<file path="src/verilog/pibk_pkg.sv">
// Package with the register map and field layout of the interrupt bank.
package pibk_pkg;

  localparam int BYTE_W  = 8;
  localparam int DATA_W  = 32;
  localparam int ADDR_W  = 8;
  localparam int NUM_EN  = 6;
  localparam int CMP_N   = 3;

  localparam logic [ADDR_W-1:0] OFF_FLAG6   = 8'h00;
  localparam logic [ADDR_W-1:0] OFF_EN1     = 8'h04;
  localparam logic [ADDR_W-1:0] REG_STRIDE  = 8'h04;
  localparam logic [ADDR_W-1:0] OFF_CTRL    = 8'h1C;
  localparam logic [ADDR_W-1:0] OFF_PRIO_LO = 8'h20;
  localparam logic [ADDR_W-1:0] OFF_PRIO_HI = 8'h24;
  localparam logic [ADDR_W-1:0] OFF_ISTAT   = 8'h28;
  localparam logic [ADDR_W-1:0] OFF_IMASK   = 8'h2C;

  localparam int FLAG6_RX4     = 7;
  localparam int FLAG6_TX4     = 6;
  localparam int FLAG6_RX3     = 5;
  localparam int FLAG6_TX3     = 4;
  localparam int FLAG6_UNUSED  = 3;
  localparam int FLAG6_CMP_LSB = 0;

  localparam logic [BYTE_W-1:0] FLAG6_IMPL = 8'hF7;

  // Enable register one sits in the lowest byte.
  localparam logic [NUM_EN-1:0][BYTE_W-1:0] EN_IMPL =
    {8'hF7, 8'h77, 8'hFF, 8'hFF, 8'hFF, 8'hFF};

  localparam int CTRL_GROUP_EN = 0;
  localparam int CTRL_PRIO_EN  = 1;
  localparam int CTRL_W        = 2;

  localparam int EXT_SRC  = 40;
  localparam int NUM_SRC  = EXT_SRC + BYTE_W;
  localparam int PRIO_HI_W = NUM_SRC - DATA_W;

  localparam logic [BYTE_W-1:0]    BYTE_RST  = 8'h00;
  localparam logic [CTRL_W-1:0]    CTRL_RST  = 2'h0;
  localparam logic [DATA_W-1:0]    WORD_ZERO = 32'h0000_0000;
  localparam logic [DATA_W-1:0]    PRIO_LO_RST = 32'hFFFF_FFFF;
  localparam logic [PRIO_HI_W-1:0] PRIO_HI_RST = 16'hFFFF;

endpackage

</file>
<file path="src/verilog/pibk_bank.sv">
// Peripheral interrupt flag six, enables one to six and core request logic.
`timescale 1ns/1ps

// Contract
// - Serial4 receive flag follows buffer, clears on read
// - Serial4 transmit flag follows empty, clears on write
// - Serial3 receive flag follows buffer, clears on read
// - Serial3 transmit flag follows empty, clears on write
// - Flag six bit three reads zero always
// - Comparator events set sticky flags two to zero
// - Six peripheral enable registers are provided
// - Without priority, group enable gates all requests
// - Enable one passes source, zero blocks it
// - Enable one layout: parallel slave to timer1
// - Enable two layout: oscillator fail to timer3
// - Enable three layout: timer5 gate to clock
// - Enable four layout: capcomp ten to enhanced three
// - Comparator flag and enable bits readable, writable, reset zero
// - Priority on: priority bit picks high or low
module pibk_bank #(
  parameter int EXT_SRC = pibk_pkg::EXT_SRC
) (
  input  wire logic                            pclk,
  input  wire logic                            presetn,
  input  wire logic                            ce,
  input  wire logic                            psel,
  input  wire logic                            penable,
  input  wire logic                            pwrite,
  input  wire logic [pibk_pkg::ADDR_W-1:0]     paddr,
  input  wire logic [pibk_pkg::DATA_W-1:0]     pwdata,
  output logic      [pibk_pkg::DATA_W-1:0]     prdata,
  output logic                                 pready,
  output logic                                 pslverr,
  input  wire logic [EXT_SRC-1:0]              ext_flags,
  input  wire logic                            serial4_rx_full,
  input  wire logic                            serial4_rx_data_reg_rd,
  input  wire logic                            serial4_tx_empty,
  input  wire logic                            serial4_tx_data_reg_wr,
  input  wire logic                            serial3_rx_full,
  input  wire logic                            serial3_rx_data_reg_rd,
  input  wire logic                            serial3_tx_empty,
  input  wire logic                            serial3_tx_data_reg_wr,
  input  wire logic [pibk_pkg::CMP_N-1:0]      comparator_event,
  output logic                                 core_irq_high,
  output logic                                 core_irq_low,
  output logic                                 bank_irq
);

  localparam int BW  = pibk_pkg::BYTE_W;
  localparam int DW  = pibk_pkg::DATA_W;
  localparam int NE  = pibk_pkg::NUM_EN;
  localparam int NS  = EXT_SRC + BW;
  localparam int PHW = NS - DW;

  logic [BW-1:0]         flag6_q;
  logic [BW-1:0]         flag6_d;
  logic [NE-1:0][BW-1:0] en_q;
  logic [NE-1:0][BW-1:0] en_d;
  logic [pibk_pkg::CTRL_W-1:0] ctrl_q;
  logic [pibk_pkg::CTRL_W-1:0] ctrl_d;
  logic [DW-1:0]         prio_lo_q;
  logic [DW-1:0]         prio_lo_d;
  logic [PHW-1:0]        prio_hi_q;
  logic [PHW-1:0]        prio_hi_d;
  logic [BW-1:0]         istat_q;
  logic [BW-1:0]         istat_d;
  logic [BW-1:0]         imask_q;
  logic [BW-1:0]         imask_d;
  logic                  pready_q;
  logic                  pslverr_q;
  logic [DW-1:0]         prdata_q;
  logic                  irq_high_q;
  logic                  irq_low_q;
  logic                  bank_irq_q;

  // Bus decode. One wait state lets read data come from a flip-flop.
  wire access    = psel & penable;
  wire answer    = access & ~pready_q;
  wire wr_en     = access & pready_q & pwrite;
  wire sel_flag6 = paddr == pibk_pkg::OFF_FLAG6;
  wire sel_ctrl  = paddr == pibk_pkg::OFF_CTRL;
  wire sel_plo   = paddr == pibk_pkg::OFF_PRIO_LO;
  wire sel_phi   = paddr == pibk_pkg::OFF_PRIO_HI;
  wire sel_istat = paddr == pibk_pkg::OFF_ISTAT;
  wire sel_imask = paddr == pibk_pkg::OFF_IMASK;
  wire [BW-1:0] wbyte = pwdata[BW-1:0];

  logic [NE-1:0]         sel_en;
  logic [NE:0][DW-1:0]   en_rd_acc;

  assign en_rd_acc[0] = pibk_pkg::WORD_ZERO;

  genvar gi;
  generate
    for (gi = 0; gi < NE; gi++)
    begin : g_en
      localparam logic [pibk_pkg::ADDR_W-1:0] OFF =
        pibk_pkg::ADDR_W'(pibk_pkg::OFF_EN1 + gi * pibk_pkg::REG_STRIDE);
      assign sel_en[gi] = paddr == OFF;
      // Unimplemented enable bits are masked so they read as zero.
      assign en_d[gi] = (wr_en & sel_en[gi]) ?
        (wbyte & pibk_pkg::EN_IMPL[gi]) : en_q[gi];
      assign en_rd_acc[gi+1] = en_rd_acc[gi] |
        (sel_en[gi] ? {{(DW-BW){1'b0}}, en_q[gi]} : pibk_pkg::WORD_ZERO);
    end
  endgenerate

  wire mapped = sel_flag6 | (|sel_en) | sel_ctrl | sel_plo | sel_phi |
                sel_istat | sel_imask;

  wire [DW-1:0] rd_word =
      en_rd_acc[NE]
    | (sel_flag6 ? {{(DW-BW){1'b0}}, flag6_q} : pibk_pkg::WORD_ZERO)
    | (sel_ctrl  ? {{(DW-pibk_pkg::CTRL_W){1'b0}}, ctrl_q}
                 : pibk_pkg::WORD_ZERO)
    | (sel_plo   ? prio_lo_q : pibk_pkg::WORD_ZERO)
    | (sel_phi   ? {{(DW-PHW){1'b0}}, prio_hi_q} : pibk_pkg::WORD_ZERO)
    | (sel_istat ? {{(DW-BW){1'b0}}, istat_q} : pibk_pkg::WORD_ZERO)
    | (sel_imask ? {{(DW-BW){1'b0}}, imask_q} : pibk_pkg::WORD_ZERO);

  // Serial flags mirror the buffer state; the access strobe that drains
  // or fills the buffer masks the flag at once so software never sees a
  // stale one while the port updates its own state.
  wire wr_flag6 = wr_en & sel_flag6;
  assign flag6_d[pibk_pkg::FLAG6_RX4] =
    serial4_rx_full & ~serial4_rx_data_reg_rd;
  assign flag6_d[pibk_pkg::FLAG6_TX4] =
    serial4_tx_empty & ~serial4_tx_data_reg_wr;
  assign flag6_d[pibk_pkg::FLAG6_RX3] =
    serial3_rx_full & ~serial3_rx_data_reg_rd;
  assign flag6_d[pibk_pkg::FLAG6_TX3] =
    serial3_tx_empty & ~serial3_tx_data_reg_wr;
  assign flag6_d[pibk_pkg::FLAG6_UNUSED] = 1'b0;
  // A comparator event in the same cycle as a clearing write wins.
  wire [pibk_pkg::CMP_N-1:0] cmp_wdata =
    pwdata[pibk_pkg::FLAG6_CMP_LSB +: pibk_pkg::CMP_N];
  assign flag6_d[pibk_pkg::FLAG6_CMP_LSB +: pibk_pkg::CMP_N] =
    comparator_event |
    (wr_flag6 ? cmp_wdata
              : flag6_q[pibk_pkg::FLAG6_CMP_LSB +: pibk_pkg::CMP_N]);

  assign ctrl_d    = (wr_en & sel_ctrl) ?
                     pwdata[pibk_pkg::CTRL_W-1:0] : ctrl_q;
  assign prio_lo_d = (wr_en & sel_plo) ? pwdata : prio_lo_q;
  assign prio_hi_d = (wr_en & sel_phi) ? pwdata[PHW-1:0] : prio_hi_q;
  assign imask_d   = (wr_en & sel_imask) ?
                     (wbyte & pibk_pkg::FLAG6_IMPL) : imask_q;

  // Status latches each rising flag six bit; write one clears, set wins.
  wire [BW-1:0] flag6_rise = flag6_d & ~flag6_q & pibk_pkg::FLAG6_IMPL;
  wire [BW-1:0] istat_clr  = (wr_en & sel_istat) ? wbyte
                                                 : pibk_pkg::BYTE_RST;
  assign istat_d = (istat_q & ~istat_clr) | flag6_rise;

  // Each source requests when both its flag and its enable are set.
  wire [NS-1:0] src_flag = {flag6_d, ext_flags};
  wire [NS-1:0] src_en   = en_d;
  wire [NS-1:0] src_prio = {prio_hi_d, prio_lo_d};
  wire [NS-1:0] src_req  = src_flag & src_en;
  wire any_req  = |src_req;
  wire any_high = |(src_req & src_prio);
  wire any_low  = |(src_req & ~src_prio);
  wire prio_on  = ctrl_d[pibk_pkg::CTRL_PRIO_EN];
  wire group_on = ctrl_d[pibk_pkg::CTRL_GROUP_EN];
  // In legacy mode every request goes to the high line, gated by group.
  wire irq_high_d = prio_on ? any_high : (group_on & any_req);
  wire irq_low_d  = prio_on & group_on & any_low;

  always_ff @(posedge pclk or negedge presetn)
  begin
    if (!presetn)
    begin
      flag6_q <= pibk_pkg::BYTE_RST;
      en_q    <= '0;
      ctrl_q  <= pibk_pkg::CTRL_RST;
    end
    else if (ce)
    begin
      flag6_q <= flag6_d;
      en_q    <= en_d;
      ctrl_q  <= ctrl_d;
    end
  end

  always_ff @(posedge pclk or negedge presetn)
  begin
    if (!presetn)
    begin
      prio_lo_q <= pibk_pkg::PRIO_LO_RST;
      prio_hi_q <= pibk_pkg::PRIO_HI_RST;
      istat_q   <= pibk_pkg::BYTE_RST;
      imask_q   <= pibk_pkg::BYTE_RST;
    end
    else if (ce)
    begin
      prio_lo_q <= prio_lo_d;
      prio_hi_q <= prio_hi_d;
      istat_q   <= istat_d;
      imask_q   <= imask_d;
    end
  end

  always_ff @(posedge pclk or negedge presetn)
  begin
    if (!presetn)
    begin
      irq_high_q <= 1'b0;
      irq_low_q  <= 1'b0;
      bank_irq_q <= 1'b0;
    end
    else if (ce)
    begin
      irq_high_q <= irq_high_d;
      irq_low_q  <= irq_low_d;
      bank_irq_q <= |(istat_d & imask_d);
    end
  end

  always_ff @(posedge pclk or negedge presetn)
  begin
    if (!presetn)
    begin
      pready_q  <= 1'b0;
      pslverr_q <= 1'b0;
      prdata_q  <= pibk_pkg::WORD_ZERO;
    end
    else if (ce)
    begin
      pready_q  <= answer;
      pslverr_q <= answer & ~mapped;
      if (answer & ~pwrite)
      begin
        prdata_q <= rd_word;
      end
    end
  end

  assign prdata        = prdata_q;
  assign pready        = pready_q;
  assign pslverr       = pslverr_q;
  assign core_irq_high = irq_high_q;
  assign core_irq_low  = irq_low_q;
  assign bank_irq      = bank_irq_q;
endmodule // pibk_bank

</file>
<file path="config.mk">
export PLATFORM = sky130hd
export DESIGN_NAME = pibk_bank
export DESIGN_NICKNAME = d
export VERILOG_FILES = /design/src/verilog/pibk_pkg.sv /design/src/verilog/pibk_bank.sv
export SDC_FILE = /design/constraint.sdc
export NUM_CORES = 1
export LEC_CHECK = 0
export ABC_AREA = 1
export BUFFER_PORTS_ARGS = -buffer_cell sky130_fd_sc_hd__buf_4
export CORE_MARGIN = 2
export CORE_UTILIZATION = 45
export CTS_BUF_LIST = sky130_fd_sc_hd__clkbuf_8 sky130_fd_sc_hd__clkbuf_16
export DETAILED_ROUTE_END_ITERATION = 8
export PLACE_DENSITY = 0.67
export SETUP_SLACK_MARGIN = 0.02
export SLEW_MARGIN = 20
export SYNTH_ARGS = -nofsm -noshare
export SYNTH_HDL_FRONTEND = slang
export SYNTH_SLANG_ARGS = --single-unit
</file>
<file path="constraint.sdc">
create_clock -name pclk -period 1.8 [get_ports pclk]
set_input_delay 0.27 -clock pclk [delete_from_list [all_inputs] [get_ports pclk]]
set_output_delay 0.27 -clock pclk [all_outputs]
set_load 0.01 [all_outputs]
</file>
-- Word-level counts from Yosys, hierarchy flattened
Cells that the tools add are included.
- reductions and logical operators: 7
- bitwise operators: 60
- equality and inequality tests: 11
- mux-type cells: 25
- operator list (operator ; count):
    $and A48 B48 Y48 ; 3
    $reduce_or A48 Y1 ; 3
    $mux W8 ; 17
    $mux W32 ; 2
    $or A32 B8 Y32 ; 2
    $or A8 B8 Y8 ; 7
    $not A48 Y48 ; 1
    $eq A8 B5 Y1 const B ; 4
    $eq A8 B6 Y1 const B ; 4
    $mux W16 ; 2
    $or A32 B16 Y32 ; 1
    $or A8 B32 Y32 ; 1
    $and A1 B1 Y1 ; 25
    $and A8 B8 Y8 ; 3
    $eq A8 B4 Y1 const B ; 2
    $not A8 Y8 ; 2
    $eq A8 B3 Y1 const B ; 1
    $logic_not A8 Y1 ; 1
    $or A8 B2 Y8 ; 1
    $reduce_or A8 Y1 ; 1
    $not A1 Y1 ; 7
    $or A1 B1 Y1 ; 6
    $reduce_or A6 Y1 ; 1
    $mux W2 ; 2
    other kinds (4) ; 4
- logic and storage cells: 121
- output and inout bits: 37
- input bits: 97
- bits in registers: 158

-- Depth between registers and ports, before layout
- word-level depth: 13
- depth in mapped cells: 16
- depth with buffers taken out: 16

-- Least setup slack after synthesis
Ideal clock, no wire load.
- path type: register to register
- from: register pready_q, in the netlist pready
- to: register irq_high_q, in the netlist core_irq_high
- buffers on the path: 2
- arrival time: 1769 ps
- data required time: 1679 ps
- cell stages (with the launch flop): 16
- period minus slack after synthesis: 1890 ps
- setup slack: -90 ps
- library setup time: 121 ps
- cells stage by stage: dfrtp_1 > nand2_1 > nor2_8 > buf_6 > nand2_1 > buf_2 > nand3_2 > inv_1 > nand3_1 > nand2_1 > nor2_1 > nand2_1 > nor2_1 > nand3_1 > nand2_1 > nand2_1
- word-level cells in the longest chain between the ends: 9
- elaborated cells on any way between the ends: 29
- those cells by class: 11 x mux; 16 x bitwise; 2 x reduce/logical
- RTL lines (item ; RTL line ; text):
    start: declaration ; pibk_bank.sv:69 ; logic pready_q;
    start signal: assignment ; pibk_bank.sv:229 ; pready_q <= answer;
    $and A1 B1 Y1 * (2 in a row) ; pibk_bank.sv:79 ; wire wr_en = access & pready_q & pwrite;
    $and A1 B1 Y1 ; pibk_bank.sv:124 ; wire wr_flag6 = wr_en & sel_flag6;
    $mux W3 ; pibk_bank.sv:139 ; (wr_flag6 ? cmp_wdata
    $or A3 B3 Y3 ; pibk_bank.sv:138 ; comparator_event |
    $and A48 B48 Y48 ; pibk_bank.sv:159 ; wire [NS-1:0] src_req = src_flag & src_en;
    $reduce_or A48 Y1 or $and A48 B48 Y48 (tied branches) ; pibk_bank.sv:160, pibk_bank.sv:161 ;
    $and A1 B1 Y1 or $reduce_or A48 Y1 (tied branches) ; pibk_bank.sv:166, pibk_bank.sv:161 ;
    $mux W1 * ; pibk_bank.sv:166 ; wire irq_high_d = prio_on ? any_high : (group_on & any_req);
    end signal: assignment ; pibk_bank.sv:213 ; irq_high_q <= irq_high_d;
    end: declaration ; pibk_bank.sv:72 ; logic irq_high_q;
Mark *: on every way between the ends. The rest lies on a longest branch, timed or not.
A chain may end at the register's enable or synchronous reset.

-- Final worst setup path
Ends and elaborated chain as after synthesis.

==> flow_metrics.env <==
export IMPL_crit_fanout=8
export IMPL_crit_slowest_cell="dfrtp_1"
export IMPL_fin_crit_sh_pct=121.6
export IMPL_grt_max_degree=131
export IMPL_timing_setup_tns_ns=-2.955
export IMPL_ys_ff_latch=157
export IMPL_avgSynthCellArea_um2=6.630
export IMPL_via_per_inst=5.610
export IMPL_synth_async_reset_ratio_pct=100.0
export IMPL_synth_area_leaders="dfrtp_1, nand2_1, dfstp_2"
export IMPL_root_buffer="clkbuf_16"
export IMPL_diodes=0
export IMPL_grt_pass1_wl_um=61410
export IMPL_fin_crit_ns=2.189
export IMPL_place_ws_ns=-0.5066
export IMPL_clk_pin_slew_ns=0.07
export IMPL_rows=55
export IMPL_rsz0062_at_grt="yes"
export IMPL_die_w_um=154.9
export IMPL_synthCells=1546
export IMPL_drt_initial_drc_count=1360
export IMPL_synth_warnings=0
export IMPL_syn_cell_area_um2=10250
export IMPL_worst_path_largest_cell_delay_ns=0.40
export IMPL_synthToLayoutAreaGrowth_pct=36.93
export IMPL_cp_depth=16
export IMPL_power_total_mw=10.80
export IMPL_fin_ws_ns=-0.3889
export IMPL_dr_pass1_iters=5
export IMPL_die_area_um2=24000
export IMPL_slew_violations=0
export IMPL_drc=0
export IMPL_cts_buffers=17
export IMPL_setup_viol=28
export IMPL_ir_drop_v=0.0005376
export IMPL_fmax_mhz=456.8
export IMPL_first_global_vias=11067
export IMPL_setup_worst_path_end_class="register"
export IMPL_cp_required_ns=2.12
export IMPL_layout_drive_gt1_share_pct=27.81
export IMPL_drt_antenna_violating_nets=0
export IMPL_worst_pin_slew_ns=0.6405
export IMPL_yosysTopAreaCellShare_pct=26.61
export IMPL_avgRoutedWirePerCell_um=19.21
export IMPL_cp_top_family="simple AND/OR/NAND/NOR gates"
export IMPL_cts_tree="yes"
export IMPL_synth_edff_count=0
export IMPL_core_um2=22500
export IMPL_num_vias=11849
export IMPL_r2r_cells=16
export IMPL_path_buf_inv=3
export IMPL_ys_seq_area_share_pct=38.92
export IMPL_start_kind="register"
export IMPL_grt_overflow=0
export IMPL_die_h_um=154.9
export IMPL_hold_viol_final=0
export IMPL_synthDistinctLibCells=42
export IMPL_gp_congestion=1.004
export IMPL_skew_ns=0.01217
export IMPL_antenna_found_initial=0
export IMPL_yosysTopAreaCell="dfrtp_1"
export IMPL_relSlewSlack_pct=57.30
export IMPL_critical_path_class="register to register"
export IMPL_dpl_hpwl_um=30000
export IMPL_failed_checks="setup timing"
export IMPL_whs_path_depth=3
export IMPL_p_leak_nw=7.083
export IMPL_htreeDepth=4
export IMPL_clkSinkCount=157
export IMPL_syn_nets=1643
export IMPL_cts_buffer_depth=2
export IMPL_nets=1912
export IMPL_routed_wl_um=40580
export IMPL_pin_count=134
export IMPL_start_util_pct=45.55
export IMPL_min_path_type="primary input to register"
export IMPL_portBuffers=133
export IMPL_cp_common_cell="nand2_1"
export IMPL_p_per_area_nw_per_um2=769.2
export IMPL_status="complete, but fails checks"
export IMPL_grtUsageTotal_pct=33.52
export IMPL_final_util_pct=62.37
export IMPL_maxCapViolations=0
export IMPL_clock_latency_ns=0.43
export IMPL_worst_ep_arrival_time_ns=2.51
export IMPL_path_cells="nand2_4 -> nor2_8 -> buf_6 -> nand3_4 -> buf_12 -> buf_8 -> nand2_2 -> o21ai_2 -> nand3_1 -> nand2_1 -> nor2_2 -> nand2_1 -> nor2_2 -> nand3_1 -> nand2_1 -> nand2_1"
export IMPL_synth_flop_cell="dfrtp_1"
[placed cells by master (no fill, tap or decap), types with 18 or more instances in the layout]
cell type	n
inv_1	165
nor2_1	65
o21ai_0	121
o21ai_1	51
o22ai_1	27
clkbuf_16	20
dfrtp_1	109
nand3_1	155
nand2_2	19
buf_4	276
dfstp_2	48
nand2_1	550
buf_6	18
[worst reg2reg max path, stage by stage, from the launching register on]
cell and delay (ns):
dfrtp_1 0.40, nand2_4 0.10, nor2_8 0.19, buf_6 0.14, nand3_4 0.12, buf_12 0.19, buf_8 0.14, nand2_2 0.06
o21ai_2 0.06, nand3_1 0.07, nand2_1 0.07, nor2_2 0.12, nand2_1 0.07, nor2_2 0.15, nand3_1 0.09, nand2_1 0.06
nand2_1 0.05
[stage by stage]
step	cell area, um^2	cells	hold slack (ns)
floorplan	10270	1546	-0.02559
global placement	12760	2064	0.2122
detailed placement	12760	2064	0.2151
CTS	13600	2104	0.1076
global route	14030	2112	0.1367
finish	14030	2112	0.1198
[layout make-up]
class                   count  area (um^2)
clock buffers              19        452.9
well taps                 285        356.6
multi-input cells        1149         5679
flip-flops and latches    157         3989
inverters                 173        664.4
clock inverters            12        162.7
repair buffers            317         2730
fillers                  2016         8468
[cell families after synthesis]
kind of cell / count (synthesis) / share of synthesized area, %
and+or+nand+nor: 864 / 36.00
AOI/OAI and AO/OA: 284 / 15.55
buffers and inverters: 241 / 9.534
DFF: 157 / 38.92
[per-layer routing]
metal | wire length, um | global-route usage [%]
met5 | 0 | 0
met2 | 18350 | 52.83
met3 | 3386 | 6.045
met4 | 2114 | 16.36
met1 | 16730 | 44.69
[sequential cells by signal, indices dropped and copies added (netlist names), named ones only]
| name | cells |
|---|---|
| istat_q | 8 |
| pready | 1 |
| imask_q | 8 |
| ctrl_q | 2 |
| flag6_q | 7 |
| prio_lo_q | 32 |
| pslverr | 1 |
| core_irq_low | 1 |
| bank_irq | 1 |
| core_irq_high | 1 |
| prio_hi_q | 15 |
| en_q | 47 |
| prdata | 32 |
[power by group]
| group | total, mW | internal, mW | switching, mW |
|---|---|---|---|
| Clock | 3.91 | 2.27 | 1.65 |
| Combinational | 2.62 | 1.07 | 1.55 |
| Sequential | 4.26 | 3.99 | 0.274 |
[timing repair]
action / in CTS / in global routing
endpoints found under the setup margin: 68 / 70
endpoints found under the hold margin: 21 / 0
gates resized for setup: 42 / 110
pin swaps: 7 / 28
hold buffers: 1 / 0
setup buffers: 7 / 3
gates cloned: 2 / 5
[cell usage after synthesis (all sizes together) (16+ instances only)]
cell type	number
o21ai	189
o22ai	27
a21oi	19
nand2	578
o31ai	16
dfstp	48
clkbuf	32
nand3	168
nor2	95
inv	173
dfrtp	109
buf	36
[worst paths after layout]
kind                                     startpoint                   endpoint  slack (ns)
setup / recovery                 pready$_DFFE_PN0P_  core_irq_high$_DFFE_PN0P_       -0.39
hold / removal                           pwdata[15]  prio_hi_q[15]$_DFFE_PN1P_        0.12
setup reg to reg                 pready$_DFFE_PN0P_  core_irq_high$_DFFE_PN0P_       -0.39
hold reg to reg            prio_hi_q[7]$_DFFE_PN1P_   prio_hi_q[7]$_DFFE_PN1P_        0.47
max in group asynchronous                   presetn   prio_lo_q[6]$_DFFE_PN1P_        0.81
min in group asynchronous                   presetn       en_q[31]$_DFFE_PN0P_        0.33
No activity file was read; power rests on OpenSTA's default activity.
